<file path="src/pkg/xtp_pkg.sv">
/*
  Constants, state codes and the trap vector table of the trap and
  priority unit: source order, masks, vectors and timing counts.
  Assumes a 10 MHz processor clock and 16-bit addresses and words.
*/
package xtp_pkg;

  // ==========================================================
  // Timing
  localparam int CLK_PERIOD_NS = 100;
  localparam int TMO_MIN_US = 5;
  localparam int TMO_CYC = (TMO_MIN_US * 1000 + CLK_PERIOD_NS - 1)
                           / CLK_PERIOD_NS;
  localparam int PF_HOLD_MS = 2;
  localparam int PF_HOLD_CYC = (PF_HOLD_MS * 1000000 + CLK_PERIOD_NS - 1)
                               / CLK_PERIOD_NS;

  // ==========================================================
  // Service order, index 0 is served first
  localparam int NUM_SRC = 27;
  localparam int SRC_W = 5;
  localparam logic [SRC_W-1:0] SRC_CONSOLE = 5'h00;
  localparam logic [SRC_W-1:0] SRC_ODD = 5'h01;
  localparam logic [SRC_W-1:0] SRC_FATAL = 5'h02;
  localparam logic [SRC_W-1:0] SRC_MMUV = 5'h03;
  localparam logic [SRC_W-1:0] SRC_TMO = 5'h04;
  localparam logic [SRC_W-1:0] SRC_PAR = 5'h05;
  localparam logic [SRC_W-1:0] SRC_FPPX = 5'h06;
  localparam logic [SRC_W-1:0] SRC_MMUT = 5'h07;
  localparam logic [SRC_W-1:0] SRC_WARN = 5'h08;
  localparam logic [SRC_W-1:0] SRC_PWR = 5'h09;
  localparam logic [SRC_W-1:0] SRC_RSV = 5'h0a;
  localparam logic [SRC_W-1:0] SRC_TRACE = 5'h0b;
  localparam logic [SRC_W-1:0] SRC_IOT = 5'h0c;
  localparam logic [SRC_W-1:0] SRC_EMT = 5'h0d;
  localparam logic [SRC_W-1:0] SRC_TRAPI = 5'h0e;
  localparam logic [SRC_W-1:0] SRC_FPE = 5'h0f;
  localparam logic [SRC_W-1:0] SRC_SW7 = 5'h10;
  localparam logic [SRC_W-1:0] SRC_BR7 = 5'h11;
  localparam logic [SRC_W-1:0] SRC_BR4 = 5'h17;
  localparam logic [SRC_W-1:0] SRC_SW3 = 5'h18;
  localparam logic [SRC_W-1:0] SRC_SW_TOP = 5'h1b;

  // Sources held in pending flags, and sources that abort the instruction
  localparam logic [NUM_SRC-1:0] EVENT_MASK = 27'h000ffbe;
  localparam logic [NUM_SRC-1:0] ABORT_MASK = 27'h000003e;

  // ==========================================================
  // Vectors, stack and status fields
  localparam logic [15:0] VEC_ERR = 16'h0004;
  localparam logic [15:0] VEC_RSV = 16'h0008;
  localparam logic [15:0] VEC_PWR = 16'h0014;
  localparam logic [15:0] VEC_TRACE = 16'h0060;
  localparam logic [15:0] VEC_IOT = 16'h0064;
  localparam logic [15:0] VEC_EMT = 16'h0068;
  localparam logic [15:0] VEC_TRAPI = 16'h006c;
  localparam logic [15:0] VEC_PAR = 16'h0070;
  localparam logic [15:0] VEC_MMU = 16'h0074;
  localparam logic [15:0] VEC_FPE = 16'h0078;
  localparam logic [15:0] VEC_SW = 16'h007c;
  localparam logic [15:0] FATAL_SP = 16'h0004;
  localparam logic [15:0] WORD_STEP = 16'h0002;
  localparam logic [15:0] PAIR_STEP = 16'h0004;
  localparam int PRI_LSB = 5;
  localparam int PRI_MSB = 7;
  localparam int MODE_LSB = 14;
  localparam int MODE_MSB = 15;
  localparam logic [2:0] PRI_TOP = 3'h7;

  typedef enum logic [2:0] {
    ST_IDLE = 3'h0,
    ST_RD_PC = 3'h1,
    ST_RD_PS = 3'h2,
    ST_SEL = 3'h3,
    ST_PUSH_PS = 3'h4,
    ST_PUSH_PC = 3'h5
  } xtp_state_t;

  function automatic logic [15:0] xtp_vector(input logic [SRC_W-1:0] src);
    case (src)
      SRC_ODD, SRC_FATAL, SRC_TMO, SRC_WARN: xtp_vector = VEC_ERR;
      SRC_PWR: xtp_vector = VEC_PWR;
      SRC_RSV: xtp_vector = VEC_RSV;
      SRC_TRACE: xtp_vector = VEC_TRACE;
      SRC_IOT: xtp_vector = VEC_IOT;
      SRC_EMT: xtp_vector = VEC_EMT;
      SRC_TRAPI: xtp_vector = VEC_TRAPI;
      SRC_PAR: xtp_vector = VEC_PAR;
      SRC_MMUV, SRC_MMUT: xtp_vector = VEC_MMU;
      SRC_FPE: xtp_vector = VEC_FPE;
      default: xtp_vector = VEC_SW;
    endcase
  endfunction

endpackage

</file>
<file path="src/pkg/xtp_arb_if.sv">
/*
  Request and pick signals between the trap unit and its priority picker.
  Assumes the picker is purely combinational.
*/
`timescale 1ns/1ns
interface xtp_arb_if #(parameter int N = xtp_pkg::NUM_SRC);
  logic [N-1:0] req;
  logic any;
  logic [$clog2(N)-1:0] idx;
  modport client(output req, input any, input idx);
  modport picker(input req, output any, output idx);
endinterface

</file>
<file path="src/core/xtp_prio_pick.sv">
/*
  Fixed priority picker: the lowest set request index wins.
  Assumes the caller orders its requests from most to least urgent.
*/
`timescale 1ns/1ns
module xtp_prio_pick #(
  parameter int N = xtp_pkg::NUM_SRC
) (
  xtp_arb_if.picker arb
);
  localparam int IW = $clog2(N);

  // ==========================================================
  // Scan from the top index down so the most urgent request is written last
  always_comb begin
    arb.any = 1'b0;
    arb.idx = '0;
    for (int i = N - 1; i >= 0; i--) begin
      if (arb.req[i]) begin
        arb.any = 1'b1;
        arb.idx = IW'(i);
      end
    end
  end
endmodule

</file>
<file path="src/core/xtp_trap_unit.sv">
/*
  Trap and priority unit: catches trap conditions, ranks them with the
  interrupt levels, aborts where needed and runs the vector and stack
  sequence over a simple memory port.
  Assumes the execution core supplies event pulses, the instruction
  boundary, the current counter, status and the selected stack pointer.
*/
`timescale 1ns/1ns
module xtp_trap_unit #(
  parameter int PF_HOLD_CYCLES = xtp_pkg::PF_HOLD_CYC,
  parameter int TIMEOUT_CYCLES = xtp_pkg::TMO_CYC
) (
  input wire logic clock_i,
  input wire logic rst_i,
  input wire logic console_flag_i,
  input wire logic odd_word_access_i,
  input wire logic stack_fatal_i,
  input wire logic mmu_violation_i,
  input wire logic parity_error_i,
  input wire logic fpp_xfer_req_i,
  input wire logic mmu_trap_i,
  input wire logic stack_warn_i,
  input wire logic power_fail_i,
  input wire logic power_restored_i,
  input wire logic reserved_opcode_i,
  input wire logic trace_trap_i,
  input wire logic io_trap_instruction_i,
  input wire logic emulator_trap_instruction_i,
  input wire logic trap_instruction_i,
  input wire logic fpp_exception_i,
  input wire logic [7:1] software_interrupt_request_level_i,
  input wire logic [7:4] bus_request_level_i,
  input wire logic [15:0] bus_vector_i,
  input wire logic instr_boundary_i,
  input wire logic master_sync_i,
  input wire logic slave_sync_i,
  input wire logic [15:0] program_counter_i,
  input wire logic [15:0] processor_status_word_i,
  input wire logic [15:0] stack_pointer_i,
  input wire logic mem_ack_i,
  input wire logic [15:0] mem_rdata_i,
  output logic abort_o,
  output logic halt_req_o,
  output logic fpp_grant_o,
  output logic [7:4] bus_grant_o,
  output logic [7:1] software_ack_o,
  output logic busy_o,
  output logic mem_req_o,
  output logic mem_we_o,
  output logic [15:0] mem_addr_o,
  output logic [15:0] mem_wdata_o,
  output logic [1:0] stack_mode_o,
  output logic load_o,
  output logic [15:0] program_counter_o,
  output logic [15:0] processor_status_word_o,
  output logic [15:0] stack_pointer_o,
  output logic [15:0] trap_vector_o,
  output logic supply_release_o
);
  import xtp_pkg::*;

  localparam logic [15:0] TMO_LAST = 16'(TIMEOUT_CYCLES - 1);
  localparam logic [31:0] PF_LAST = 32'(PF_HOLD_CYCLES - 1);

  xtp_state_t state_reg, state_next;
  logic [NUM_SRC-1:0] pend_reg, pend_next;
  logic [SRC_W-1:0] src_reg, src_next;
  logic [15:0] vec_reg, vec_next, old_pc_reg, old_pc_next;
  logic [15:0] old_ps_reg, old_ps_next, new_pc_reg, new_pc_next;
  logic [15:0] new_ps_reg, new_ps_next, sp_reg, sp_next;
  logic [15:0] addr_reg, addr_next, wdata_reg, wdata_next;
  logic fatal_reg, fatal_next, req_reg, req_next, we_reg, we_next;
  logic abort_reg, abort_next, halt_reg, halt_next, load_reg, load_next;
  logic fppg_reg, fppg_next, busy_reg, busy_next;
  logic [1:0] mode_reg, mode_next;
  logic [7:4] bgrant_reg, bgrant_next;
  logic [7:1] swack_reg, swack_next;
  logic [15:0] tmo_cnt_reg;
  logic [31:0] pf_cnt_reg;
  logic pf_seen_reg, pf_run_reg, release_reg;

  // ==========================================================
  // Request collection
  xtp_arb_if #(.N(NUM_SRC)) arb ();
  xtp_prio_pick #(.N(NUM_SRC)) u_pick (.arb(arb));

  wire [2:0] cur_pri = processor_status_word_i[PRI_MSB:PRI_LSB];
  wire tmo_wait = master_sync_i && !slave_sync_i;
  wire tmo_fire = tmo_wait && (tmo_cnt_reg == TMO_LAST);
  wire [NUM_SRC-1:0] lvl, ev_set, acc, clr;
  wire [NUM_SRC-1:0] pick_hot = {{(NUM_SRC - 1){1'b0}}, 1'b1} << arb.idx;

  assign ev_set[SRC_CONSOLE] = 1'b0;
  assign ev_set[SRC_ODD] = odd_word_access_i;
  assign ev_set[SRC_FATAL] = stack_fatal_i;
  assign ev_set[SRC_MMUV] = mmu_violation_i;
  assign ev_set[SRC_TMO] = tmo_fire;
  assign ev_set[SRC_PAR] = parity_error_i;
  assign ev_set[SRC_FPPX] = 1'b0;
  assign ev_set[SRC_MMUT] = mmu_trap_i;
  assign ev_set[SRC_WARN] = stack_warn_i;
  assign ev_set[SRC_PWR] = power_fail_i || power_restored_i;
  assign ev_set[SRC_RSV] = reserved_opcode_i;
  assign ev_set[SRC_TRACE] = trace_trap_i;
  assign ev_set[SRC_IOT] = io_trap_instruction_i;
  assign ev_set[SRC_EMT] = emulator_trap_instruction_i;
  assign ev_set[SRC_TRAPI] = trap_instruction_i;
  assign ev_set[SRC_FPE] = fpp_exception_i;
  assign ev_set[NUM_SRC-1:SRC_SW7] = '0;

  assign lvl[SRC_CONSOLE] = console_flag_i;
  assign lvl[SRC_PAR:SRC_ODD] = '0;
  assign lvl[SRC_FPPX] = fpp_xfer_req_i;
  assign lvl[SRC_FPE:SRC_MMUT] = '0;

  // Interrupt levels only count above the processor priority
  genvar g;
  for (g = 4; g <= 7; g++) begin : g_hi
    assign lvl[SRC_SW7 + 2 * (7 - g)] =
      software_interrupt_request_level_i[g] && (3'(g) > cur_pri);
    assign lvl[SRC_SW7 + 2 * (7 - g) + 1] =
      bus_request_level_i[g] && (3'(g) > cur_pri);
  end
  for (g = 1; g <= 3; g++) begin : g_lo
    assign lvl[SRC_SW3 + 3 - g] =
      software_interrupt_request_level_i[g] && (3'(g) > cur_pri);
  end

  // Non-aborting sources wait for the instruction to finish
  assign acc = ((pend_reg & EVENT_MASK) | lvl)
               & (ABORT_MASK | {NUM_SRC{instr_boundary_i}});
  assign arb.req = acc;
  wire take = (state_reg == ST_IDLE) && arb.any;
  assign clr = take ? pick_hot : '0;
  // A new event in the clearing cycle stays pending
  assign pend_next = ((pend_reg & ~clr) | ev_set) & EVENT_MASK;

  wire [SRC_W-1:0] pick = arb.idx;
  wire pick_special = (pick == SRC_CONSOLE) || (pick == SRC_FPPX);
  wire pick_br = (pick >= SRC_BR7) && (pick <= SRC_BR4) && pick[0];
  wire pick_sw = (pick >= SRC_SW3) ||
                 ((pick >= SRC_SW7) && (pick < SRC_BR4) && !pick[0]);
  wire [SRC_W-1:0] pick_off = pick - SRC_SW7;
  wire [2:0] pick_lvl = (pick >= SRC_SW3) ? 3'(SRC_SW_TOP - pick)
                                          : PRI_TOP - pick_off[3:1];
  wire [7:0] lvl_hot = 8'h01 << pick_lvl;
  wire [15:0] pick_vec = pick_br ? bus_vector_i : xtp_vector(pick);
  wire [15:0] sel_sp = fatal_reg ? FATAL_SP : stack_pointer_i;

  // ==========================================================
  // Entry sequence: read vector pair, pick stack, push status and counter
  always_comb begin
    state_next = state_reg;
    src_next = src_reg;
    vec_next = vec_reg;
    old_pc_next = old_pc_reg;
    old_ps_next = old_ps_reg;
    new_pc_next = new_pc_reg;
    new_ps_next = new_ps_reg;
    sp_next = sp_reg;
    addr_next = addr_reg;
    wdata_next = wdata_reg;
    fatal_next = fatal_reg;
    req_next = req_reg;
    we_next = we_reg;
    mode_next = mode_reg;
    busy_next = busy_reg;
    abort_next = 1'b0;
    halt_next = 1'b0;
    fppg_next = 1'b0;
    load_next = 1'b0;
    bgrant_next = 4'h0;
    swack_next = 7'h00;
    case (state_reg)
      ST_IDLE: begin
        if (take && pick == SRC_CONSOLE) begin
          halt_next = 1'b1;
        end else if (take && pick == SRC_FPPX) begin
          fppg_next = 1'b1;
        end else if (take && !pick_special) begin
          state_next = ST_RD_PC;
          src_next = pick;
          vec_next = pick_vec;
          addr_next = pick_vec;
          req_next = 1'b1;
          we_next = 1'b0;
          busy_next = 1'b1;
          old_pc_next = program_counter_i;
          old_ps_next = processor_status_word_i;
          fatal_next = (pick == SRC_FATAL);
          abort_next = ABORT_MASK[pick];
          bgrant_next = pick_br ? lvl_hot[7:4] : 4'h0;
          swack_next = pick_sw ? lvl_hot[7:1] : 7'h00;
        end
      end
      ST_RD_PC: begin
        if (mem_ack_i) begin
          new_pc_next = mem_rdata_i;
          addr_next = vec_reg + WORD_STEP;
          state_next = ST_RD_PS;
        end
      end
      ST_RD_PS: begin
        if (mem_ack_i) begin
          new_ps_next = mem_rdata_i;
          mode_next = mem_rdata_i[MODE_MSB:MODE_LSB];
          req_next = 1'b0;
          state_next = ST_SEL;
        end
      end
      ST_SEL: begin
        // Core answers the new stack mode with its stack pointer here
        sp_next = sel_sp;
        addr_next = sel_sp - WORD_STEP;
        wdata_next = old_ps_reg;
        req_next = 1'b1;
        we_next = 1'b1;
        state_next = ST_PUSH_PS;
      end
      ST_PUSH_PS: begin
        if (mem_ack_i) begin
          addr_next = sp_reg - PAIR_STEP;
          wdata_next = old_pc_reg;
          state_next = ST_PUSH_PC;
        end
      end
      ST_PUSH_PC: begin
        if (mem_ack_i) begin
          req_next = 1'b0;
          we_next = 1'b0;
          sp_next = sp_reg - PAIR_STEP;
          load_next = 1'b1;
          busy_next = 1'b0;
          state_next = ST_IDLE;
        end
      end
      default: begin
        state_next = ST_IDLE;
        req_next = 1'b0;
        we_next = 1'b0;
        busy_next = 1'b0;
      end
    endcase
  end

  always_ff @(posedge clock_i) begin
    if (rst_i) begin
      state_reg <= ST_IDLE;
      pend_reg <= '0;
      req_reg <= 1'b0;
      we_reg <= 1'b0;
      busy_reg <= 1'b0;
      abort_reg <= 1'b0;
      halt_reg <= 1'b0;
      fppg_reg <= 1'b0;
      load_reg <= 1'b0;
      bgrant_reg <= 4'h0;
      swack_reg <= 7'h00;
      fatal_reg <= 1'b0;
    end else begin
      state_reg <= state_next;
      pend_reg <= pend_next;
      req_reg <= req_next;
      we_reg <= we_next;
      busy_reg <= busy_next;
      abort_reg <= abort_next;
      halt_reg <= halt_next;
      fppg_reg <= fppg_next;
      load_reg <= load_next;
      bgrant_reg <= bgrant_next;
      swack_reg <= swack_next;
      fatal_reg <= fatal_next;
    end
  end

  // Data path registers, reset to zero so every output is defined
  always_ff @(posedge clock_i) begin
    if (rst_i) begin
      {src_reg, vec_reg, old_pc_reg, old_ps_reg} <= '0;
      {new_pc_reg, new_ps_reg, sp_reg, addr_reg, wdata_reg} <= '0;
      mode_reg <= 2'h0;
    end else begin
      {src_reg, vec_reg, old_pc_reg, old_ps_reg} <=
        {src_next, vec_next, old_pc_next, old_ps_next};
      {new_pc_reg, new_ps_reg, sp_reg, addr_reg, wdata_reg} <=
        {new_pc_next, new_ps_next, sp_next, addr_next, wdata_next};
      mode_reg <= mode_next;
    end
  end

  // ==========================================================
  // Bus time-out: counts from master sync, saturates after firing once
  always_ff @(posedge clock_i) begin
    if (rst_i || !tmo_wait) begin
      tmo_cnt_reg <= 16'h0000;
    end else if (tmo_cnt_reg <= TMO_LAST) begin
      tmo_cnt_reg <= tmo_cnt_reg + 16'h0001;
    end
  end

  // ==========================================================
  // Power fail hold: release the supply only after the save window
  wire pf_start = (state_reg == ST_PUSH_PC) && mem_ack_i &&
                  (src_reg == SRC_PWR) && pf_seen_reg;
  always_ff @(posedge clock_i) begin
    if (rst_i || power_restored_i) begin
      pf_seen_reg <= 1'b0;
      pf_run_reg <= 1'b0;
      pf_cnt_reg <= 32'h0;
      release_reg <= 1'b0;
    end else begin
      pf_seen_reg <= pf_seen_reg || power_fail_i;
      pf_run_reg <= pf_run_reg || pf_start;
      if (pf_run_reg && pf_cnt_reg != PF_LAST) begin
        pf_cnt_reg <= pf_cnt_reg + 32'h1;
      end
      release_reg <= release_reg || (pf_run_reg && pf_cnt_reg == PF_LAST);
    end
  end

  assign abort_o = abort_reg;
  assign halt_req_o = halt_reg;
  assign fpp_grant_o = fppg_reg;
  assign bus_grant_o = bgrant_reg;
  assign software_ack_o = swack_reg;
  assign busy_o = busy_reg;
  assign mem_req_o = req_reg;
  assign mem_we_o = we_reg;
  assign mem_addr_o = addr_reg;
  assign mem_wdata_o = wdata_reg;
  assign stack_mode_o = mode_reg;
  assign load_o = load_reg;
  assign program_counter_o = new_pc_reg;
  assign processor_status_word_o = new_ps_reg;
  assign stack_pointer_o = sp_reg;
  assign trap_vector_o = vec_reg;
  assign supply_release_o = release_reg;
endmodule

</file>
<file path="config.mk">
export PLATFORM = sky130hd
export DESIGN_NAME = xtp_trap_unit
export DESIGN_NICKNAME = d
export VERILOG_FILES = /design/src/pkg/xtp_pkg.sv /design/src/pkg/xtp_arb_if.sv /design/src/core/xtp_prio_pick.sv /design/src/core/xtp_trap_unit.sv
export SDC_FILE = /design/constraint.sdc
export NUM_CORES = 1
export LEC_CHECK = 0
export BUFFER_PORTS_ARGS = -buffer_cell sky130_fd_sc_hd__buf_2
export CORE_MARGIN = 4
export CORE_UTILIZATION = 59
export DETAILED_ROUTE_END_ITERATION = 8
export GPL_ROUTABILITY_DRIVEN = 0
export MAX_ROUTING_LAYER = met4
export PLACE_DENSITY = 0.86
export SLEW_MARGIN = 20
export SYNTH_ARGS = -nofsm -noshare
export SYNTH_HDL_FRONTEND = slang
export SYNTH_HIERARCHICAL = 1
export SYNTH_SLANG_ARGS = --single-unit
</file>
<file path="constraint.sdc">
create_clock -name clock_i -period 10.65 [get_ports clock_i]
set_input_delay 2.13 -clock clock_i [delete_from_list [all_inputs] [get_ports clock_i]]
set_output_delay 2.13 -clock clock_i [all_outputs]
set_load 0.005 [all_outputs]
</file>
==> results by group, run 1 <==
Detailed routing
  • Iter 0 DRT Violations: around 1100
  • Via/cell ratio: ~6.0
  • Drt drc: 0
  • Via Count: roughly 11000
  • Post-Route WL: just over 30000 µm
  • DR WL/cell: 17.4 µm
  • Drt pass-1 iters: 8
  • Detail Route Antenna Nets: 0

Die
  • Die area: between 20000 and 25000 µm²
  • Row cnt: 48
  • Die X: roughly 140 µm
  • Initial core utilization: 0.608
  • Core Region: around 17000 µm²
  • Die height: approximately 140 µm
  • Ports: between 200 and 250

Global route
  • GRT Util Overall: 0.301
  • First-pass GRT wire length: 49300 µm
  • Largest net degree at the start of global routing: 84
  • GRT overflow: 0
  • Vias in the first global route: a little over 10000
  • Antenna violations before repair: 1

Placement
  • Placed cell count: around 1700
  • Dpl hpwl: 21800 µm
  • Pre-CTS setup slack: approximately 4.3 ns
  • Buffers added on ports: between 200 and 250

Final layout
  • Max reg flops: 32
  • Nets: 1670
  • FILL cells: 1358
  • Area growth from synthesis to layout: 19.3%
  • Layout cells sized above 1: 0.196
  • Fin util: 0.726
  • Layout Cells excl Fill: around 1800

STA
  • PnR worst setup slack: approximately 4.8 ns
  • Setup-failing EPs final: 0
  • Least-Margin Pin Slew: between 0.9 and 1 ns
  • Final slew viol count: 0
  • RSZ-0062 raised after global routing: no
  • WHS: approximately 0.45 ns
  • Final Cycle Share: 0.552
  • Fmax: 170 MHz
  • Setup TNS: 0 ns
  • Fin crit period: 5.88 ns
  • Clk_skew: 0.0135 ns
  • Final Hold Fails: 0
  • Rel. slew slack: 0.353

Worst setup path
  • R2r worst-path depth: 14
  • Critical Path Fanout Max: 24
  • Crit path kind: in2reg
  • Worst setup SP type: primary input
  • Data required time of the worst path: roughly 11 ns
  • CP arrival: roughly 6.3 ns
  • CP endpoint kind: register

Synthesis
  • Syn avg cell area: 7.75 µm²
  • Yosys top cell by area: dfxtp_1
  • Commonest cells in the synthesized netlist: 246 x nand2_1, 220 x dfxtp_1, 157 x nor2_1
  • Most frequent cell after synthesis: nand2_1
  • Yosys top cell area share: 0.416
  • Async set-reset flop share out of synthesis: 0
  • FF+latch count, synth: 220
  • Yosys warns: 6
  • Post-Syn Instances: 1367
  • Syn_nets: around 1500
  • Main area contributors after synthesis: dfxtp_1 42%, nand2_1 8.7%, a21oi_1 7.1%
  • Primary FF master, synth: dfxtp_1
  • Post-synthesis sequential area ratio: 0.416
  • Library cells used by synthesis: 73
  • EDFF count, synth: 0
  • Post-Syn Area: around 11000 µm²

Power and ir drop
  • Power density over the cells: about 200 nW/µm²
  • Leak: 0.00508 µW
  • Worst VDD drop: 0.141 mV

Run status
  • Status: complete, no violations

Clock tree
  • Clk Latency, worst-skew pair: between 0.5 and 0.6 ns
  • Total CTS buffers: 24
  • Clock Tree Root: clkbuf_16
  • Clk sink count: 220
  • Post-cts sizing count: 0
  • Clock buffer depth: 3
  • # hold bufs at CTS: 0
  • H-Tree Level Count: 1
  • Clock transition at path regs: roughly 0.060 ns
  • CTS tree: built
  • Post-CTS setup repair buffer count: 0

Worst hold path
  • Worst hold path type: reg2reg
  • Worst hold stages: 2

Job
  • Max_cap viols: 0
## final cells by class
class                   instances  area, µm²  area share
multi-input cells            1022       5730       0.453
flip-flops and latches        220       4400       0.348
repair buffers                242       1260      0.0996
clock buffers                  30        684      0.0542
well taps                     225        282      0.0223
clock inverters                10        150      0.0119
inverters                      35        131      0.0104
diodes                          1       2.50    0.000198
## logic make-up (layout without fill, tap and decap cells)
| logic type | after synthesis | after routing | share of synthesized area |
|---|---|---|---|
| buffers and inverters | 125 | 317 | 0.0484 |
| DFF | 220 | 220 | 0.416 |
| muxes | 7 | 7 | 0.00791 |
| adders and majority gates | 12 | 12 | 0.0142 |
| AOI/OAI and AO/OA | 295 | 295 | 0.174 |
| xor gates and xnor gates | 65 | 65 | 0.0538 |
| other | 0 | 1 | 0 |
| and+or+nand+nor | 643 | 643 | 0.286 |
## worst max-delay path, stage by stage
cell and delay, ns:
buf_2 0.17, nor2b_1 0.18, and2_1 0.19, nor4_1 0.38, o31ai_1 0.15, a2111oi_0 0.44, nor4b_1 0.14, buf_4 0.20
inv_1 0.12, ha_1 0.37, mux2i_1 0.20, o21ai_4 0.35, and2_1 0.73, a21oi_1 0.15, o311a_1 0.16, a211oi_1 0.23
## final timing paths
path,from,end,slack (ns)
max,instr_boundary_i,mem_addr_o[11],4.77
min,program_counter_o[11],program_counter_o[11],0.45
max reg2reg,pend_reg[7],mem_addr_o[11],6.60
min reg2reg,program_counter_o[11],program_counter_o[11],0.45
## placed cells by master (no fill, tap or decap), drive strengths merged, types with 12 or more instances in the layout
master,count
nand2,246
ha,12
and2,30
a21oi,150
a311oi,23
and3,18
inv,35
a211oi,18
dfxtp,220
nor3,49
nand3,37
xor2,21
clkbuf,30
nor2,157
a221oi,12
a22oi,12
buf,242
o21ai,34
nor4,24
xnor2,44
nand3b,12
## stage by stage
stage	total power, µW	instance area, µm²
after floorplan	1440	10600
after global placement	1630	11800
after detailed placement	1650	11800
after CTS	2520	12600
after global routing	2660	12600
final	2540	12600
## power breakdown
part	total, µW	switching (µW)	leakage [µW]	internal (µW)
Clock	874	326	0.000418	548
Sequential	999	81.8	0.00179	917
Combinational	669	427	0.00288	241
## metal layers
layer  wire, µm  global-route usage  vias up  part of all wire
li1           -                   -     5116                 -
met1      12300               0.376     4987              0.40
met2      14600               0.490      520              0.47
met3       2700              0.0390      112             0.087
met4       1480               0.130        0             0.048
met5          0                   -        -                 0
Power figures use the tool's default switching activity.
==> run 2, diff against run 1 <==
Settings changed: ABC_AREA set to 1, CORE_UTILIZATION 59 to 55, PLACE_DENSITY 0.86 to 0.8.
Clock period 10.65 ns to 5.7 ns, I/O delays scaled along.
==> run 2 against run 1 <==
Synthesized cell count is 25% higher. Core utilization shrank 5.6 points. Worst setup slack lost 3.8 ns. Critical path depth increased by 23. Final area is 4.4% higher.
==> results by group, run 2 <==
Detailed routing
  • DR WL/cell: ~15 µm
  • Via Count: 11800
  • Detail Route Antenna Nets: 0
  • Drt pass-1 iters: 8
  • Iter 0 DRT Violations: about 730
  • Via/cell ratio: about 5.4
  • Post-Route WL: ~33000 µm
  • Drt drc: 0

Clock tree
  • Clock Tree Root: clkbuf_16
  • Clk sink count: 220
  • Clock transition at path regs: around 0.060 ns
  • Post-CTS setup repair buffer count: 0
  • Total CTS buffers: 25
  • H-Tree Level Count: 1
  • Clock buffer depth: 3
  • CTS tree: built
  • # hold bufs at CTS: 0
  • Post-cts sizing count: 0
  • Clk Latency, worst-skew pair: around 0.53 ns

Die
  • Row cnt: between 50 and 60
  • Die height: roughly 150 µm
  • Die area: between 20000 and 25000 µm²
  • Ports: 230
  • Core Region: 19700 µm²
  • Initial core utilization: 0.566
  • Die X: around 150 µm

Worst setup path
  • Reg-to-reg setup timing slack: 2.30 ns
  • CP dominant cell by count: nand2_1
  • Data required time of the worst path: about 6 ns
  • CP delay by family, top: simple AND/OR/NAND/NOR gates
  • Critical Path Fanout Max: 19
  • CP endpoint kind: register
  • Crit path kind: in2reg
  • CP arrival: 5.19 ns
  • Worst setup SP type: primary input
  • CP bufs+invs: 4
  • Worst path slowest cell: or2_2
  • CP peak stage delay: about 0.33 ns
  • Beginning of the critical path: instr_boundary_i
  • Worst R2R Start: pend_reg[15]

Synthesis
  • Primary FF master, synth: dfxtp_1
  • Syn avg cell area: between 6 and 7 µm²
  • Post-synthesis sequential area ratio: 0.395
  • Yosys warns: 6
  • FF+latch count, synth: 220
  • EDFF count, synth: 0
  • Syn_nets: 1829
  • Post-Syn Instances: 1704
  • Commonest cells in the synthesized netlist: 395 x nand2_1, 294 x nor2_1, 220 x dfxtp_1
  • Yosys top cell by area: dfxtp_1
  • Most frequent cell after synthesis: nand2_1
  • Async set-reset flop share out of synthesis: 0
  • Post-Syn Area: 11200 µm²
  • Main area contributors after synthesis: dfxtp_1 39%, nand2_1 13%, nor2_1 9.9%
  • Library cells used by synthesis: 43
  • Yosys top cell area share: 0.395

STA
  • Setup TNS: 0 ns
  • Rel. slew slack: 0.271
  • RSZ-0062 raised after global routing: no
  • Setup-failing EPs final: 0
  • PnR worst setup slack: ~0.95 ns
  • Fmax: approximately 210 MHz
  • Final Cycle Share: 0.833
  • Fin crit period: 4.75 ns
  • Final slew viol count: 0
  • Final Hold Fails: 0
  • Clk_skew: between 0.007 and 0.008 ns
  • Least-Margin Pin Slew: about 1.1 ns

Global route
  • Antenna violations before repair: 2
  • First-pass GRT wire length: just over 50000 µm
  • GRT overflow: 0
  • GRT Util Overall: 0.286
  • Largest net degree at the start of global routing: 73
  • Vias in the first global route: 10700

Worst hold path
  • Worst hold path type: reg2reg
  • Worst Hold Launch: tmo_cnt_reg[7]

Final layout
  • Commonest non-fill, non-tap cells in the layout: 395 x nand2_1, 294 x nor2_1, 229 x buf_2, 220 x dfxtp_1, 176 x o21ai_0
  • Area growth from synthesis to layout: 18.3%
  • Layout cells sized above 1: 0.159
  • Nets: 2025
  • FILL cells: between 1500 and 2000
  • Fin util: 0.669
  • Layout Cells excl Fill: approximately 2200
  • Max reg flops: 32
  • Commonest non-fill, non-tap cell in the layout: nand2_1

Job
  • Max_cap viols: 0

Power and ir drop
  • Total power: 5390 µW
  • Power density over the cells: 408 nW/µm²
  • Worst VDD drop: ~0.29 mV
  • Leak: 0.00616 µW

Placement
  • Placed cell count: 2138
  • Buffers added on ports: 229
  • Dpl hpwl: 23900 µm
  • Pre-CTS setup slack: roughly 0.43 ns

Run status
  • Status: complete, no violations
run 2: changes by cell type in the layout (fill, tap and decap cells not counted), moves of 12 or more:
cell      previous run  this run
nor2_1             155       294
nand3_1             37        85
a31oi_1              2        31
nand2_1            246       395
a21oi_1            150       104
a221oi_1            12         0
o21ai_0             31       176
xnor2_1             44         6
nor3_1              47        35
and3_1              18         0
nor4_1              22         3
a311oi_1            23         0
inv_1               35       168
and2_1              30         1
run 2: final cells by class:
cell class | count | area (µm²) | area share
tap | 265 | 332 | 0.0251
antenna | 2 | 5.00 | 0.000379
inverter | 181 | 708 | 0.0537
multi-input combinational | 1236 | 5770 | 0.437
timing repair buffer | 236 | 1210 | 0.0918
sequential | 220 | 4400 | 0.334
clock inverter | 8 | 80.1 | 0.00607
clock buffer | 35 | 693 | 0.0525
run 2: routing by layer:
layer | track usage | up-vias | part of all wire
met5 | - | - | 0
met4 | 0.102 | 0 | 0.034
met3 | 0.0494 | 75 | 0.087
met2 | 0.457 | 503 | 0.46
met1 | 0.366 | 5337 | 0.42
li1 | - | 5884 | -
run 2: cell families (layout without fill, tap and decap cells):
| group | Yosys count | after routing | share of synthesized area |
|---|---|---|---|
| simple gates | 852 | 852 | 0.314 |
| buf+inv | 248 | 460 | 0.0895 |
| flops | 220 | 220 | 0.395 |
| other cells | 0 | 2 | 0 |
| fa+ha+maj | 12 | 12 | 0.0135 |
| compound gates | 339 | 339 | 0.162 |
| xor+xnor | 33 | 33 | 0.0259 |
run 2: per-stage QoR:
step                hold slack [ns]  area [µm²]
finish                        0.431       13200
global route                  0.458       13200
CTS                           0.431       13200
detailed placement            0.422       12400
global placement              0.416       12400
floorplan                     0.408       11200
run 2: worst reg2reg max path, delay by kind of cell (launching register included):
kind	cells	cell delay (ns)
fa+ha+maj	1	0.25
buf+inv	4	0.58
compound gates	3	0.58
simple gates	21	1.57
flops	1	0.34
run 2: final timing paths:
path         depth (start not counted)        endpoint
max                                 39   mem_addr_o[5]
min                                  2  tmo_cnt_reg[7]
max reg2reg                         29   mem_addr_o[5]
min reg2reg                          2  tmo_cnt_reg[7]
run 2: where the power goes:
| part | switching [µW] | total (µW) | leakage, µW | internal [µW] |
|---|---|---|---|---|
| registers | 233 | 2070 | 0.00180 | 1840 |
| logic | 1170 | 1790 | 0.00398 | 616 |
| clock network | 637 | 1530 | 0.000385 | 893 |
| total | 2040 | 5390 | 0.00616 | 3350 |
==> run 3, diff against run 2 <==
Settings changed: CORE_UTILIZATION 55 to 50, PLACE_DENSITY 0.8 to 0.77.
Clock period 5.7 ns to 4.05 ns, I/O delays scaled along.
==> run 3 against run 2 <==
The run now ends with design-rule violations left. Final area is 2.6% higher. Cell count is 2.3% higher. Largest power group unchanged. Worst setup slack worse by 0.57 ns.
==> results by group, run 3 (synthesis gave the netlist of run 2 again) <==
Clock tree
  • CTS tree: built
  • Clock Tree Root: clkbuf_16
  • Clk Latency, worst-skew pair: between 0.5 and 0.6 ns
  • H-Tree Level Count: 1
  • Clk sink count: between 200 and 250
  • Clock transition at path regs: 0.06 ns
  • Total CTS buffers: 24
  • Clock buffer depth: 3

Detailed routing
  • Via/cell ratio: roughly 5.3
  • Detail Route Antenna Nets: 0
  • Via Count: between 10000 and 15000
  • Drt pass-1 iters: 9
  • DR WL/cell: between 10 and 15 µm
  • Drt drc: 1
  • Post-Route WL: between 30000 and 40000 µm
  • Iter 0 DRT Violations: roughly 960

Worst setup path
  • Worst setup SP type: primary input
  • CP arrival: ~4 ns
  • Critical Path Fanout Max: 6
  • Data required time of the worst path: approximately 4.4 ns
  • Crit path kind: in2reg
  • CP endpoint kind: register

STA
  • RSZ-0062 raised after global routing: no
  • Final Hold Fails: 0
  • PnR worst setup slack: roughly 0.38 ns
  • Fin crit period: ~3.7 ns
  • Final slew viol count: 0
  • Final Cycle Share: 0.906
  • Least-Margin Pin Slew: 1.08 ns
  • WHS: about 0.42 ns
  • Setup-failing EPs final: 0
  • Rel. slew slack: 0.279
  • Fmax: about 270 MHz
  • Clk_skew: a little under 0.02 ns

Final layout
  • Max reg flops: 32
  • Commonest non-fill, non-tap cell in the layout: nand2_1
  • Commonest non-fill, non-tap cells in the layout: 395 x nand2_1, 294 x nor2_1, 229 x buf_2, 220 x dfxtp_1, 175 x o21ai_0
  • FILL cells: 2063
  • Area growth from synthesis to layout: 21.3%
  • Nets: slightly above 2000
  • Layout cells sized above 1: 0.176
  • Fin util: 0.618

Global route
  • First-pass GRT wire length: 53200 µm
  • Antenna violations before repair: 2
  • Largest net degree at the start of global routing: 64
  • Vias in the first global route: ~11000
  • GRT Util Overall: 0.267
  • GRT overflow: 0

Run status
  • Status: finished with violations
  • Failing checks: design-rule violations

Placement
  • Dpl hpwl: 24600 µm
  • Pre-CTS setup slack: -0.129 ns
  • Buffers added on ports: 229

Power and ir drop
  • Worst VDD drop: about 0.37 mV
  • Leak: about 0.0063 µW
  • Total power: roughly 7800 µW
  • Power density over the cells: 576 nW/µm²

Die
  • Row cnt: 54
  • Core Region: about 22000 µm²
  • Initial core utilization: 0.510
  • Die area: between 20000 and 25000 µm²
  • Ports: between 200 and 250
  • Die X: roughly 160 µm
  • Die height: 157 µm

Worst hold path
  • Worst hold path type: reg2reg

Job
  • Max_cap viols: 0
## run 3: cell count changes in the layout (fill, tap and decap cells not counted), moves of 2 or more
| cell | change |
|---|---|
| clkbuf_1 | -2 |
| bufinv_16 | +2 |
| buf_4 | +36 |
| clkinvlp_4 | +2 |
| clkinv_2 | -4 |
## run 3: final timing paths
check                           cells after the start  slack (ns)             end                        from
worst min-delay path                                2        0.42  tmo_cnt_reg[6]              tmo_cnt_reg[6]
worst min register to register                      2        0.42  tmo_cnt_reg[6]              tmo_cnt_reg[6]
worst max register to register                     20        1.27          busy_o                pend_reg[13]
worst max-delay path                               26        0.38          busy_o  processor_status_word_i[7]
## run 3: cell type report
class                   count  area (µm²)  area share
clock buffers              33         674      0.0498
multi-input cells        1236        5760       0.425
clock inverters             9         136      0.0101
diodes                      2        5.00    0.000370
repair buffers            273        1500       0.111
flip-flops and latches    220        4400       0.325
well taps                 280         350      0.0259
inverters                 181         707      0.0522
## run 3: worst max-delay path, stage by stage
cell and delay (ns):
buf_2 0.11, or2_2 0.33, nor3b_1 0.30, nand3b_1 0.11
nand2_1 0.07, nand3_1 0.06, nand3_1 0.07, nand2_1 0.05
nand2_1 0.06, nand2_1 0.04, nand2_1 0.05, nand2_1 0.05
nand2_1 0.05, a21oi_1 0.05, a211oi_1 0.43, inv_1 0.13
ha_1 0.23, nand2_2 0.08, nand2_1 0.05, nand2_1 0.09
nand2_4 0.08, nand2_1 0.12, nand3_1 0.10, or2_2 0.30
o21ai_1 0.12, a21oi_1 0.08
## run 3: where the power goes
group / leakage (µW) / switching (µW) / internal (µW) / total [µW]
combinational: 0.00416 / 1670 / 984 / 2660
clock: 0.000392 / 883 / 1360 / 2240
sequential: 0.00180 / 316 / 2580 / 2900
## run 3: per-layer routing
metal,GRT usage,up-vias,share of wire
met5,-,-,0
met4,0.0873,0,0.033
met3,0.0456,79,0.083
met2,0.431,460,0.45
met1,0.341,5298,0.43
li1,-,5955,-
## run 3: repair_timing
| item | 4_1_cts | 5_1_grt |
|---|---|---|
| hold buffers | 0 | 0 |
| setup buffers | 0 | 0 |
| resized for setup | 0 | 1 |
| setup endpoints to repair | 0 | 1 |
## run 3: stage by stage
stage | instances | instance area [µm²] | TNS [ns]
after floorplan | 1704 | 11200 | 0
after detailed placement | 2190 | 12700 | -0.670
final | 2234 | 13500 | 0
after CTS | 2232 | 13500 | 0
after global routing | 2234 | 13500 | 0
after global placement | 2190 | 12700 | -0.115
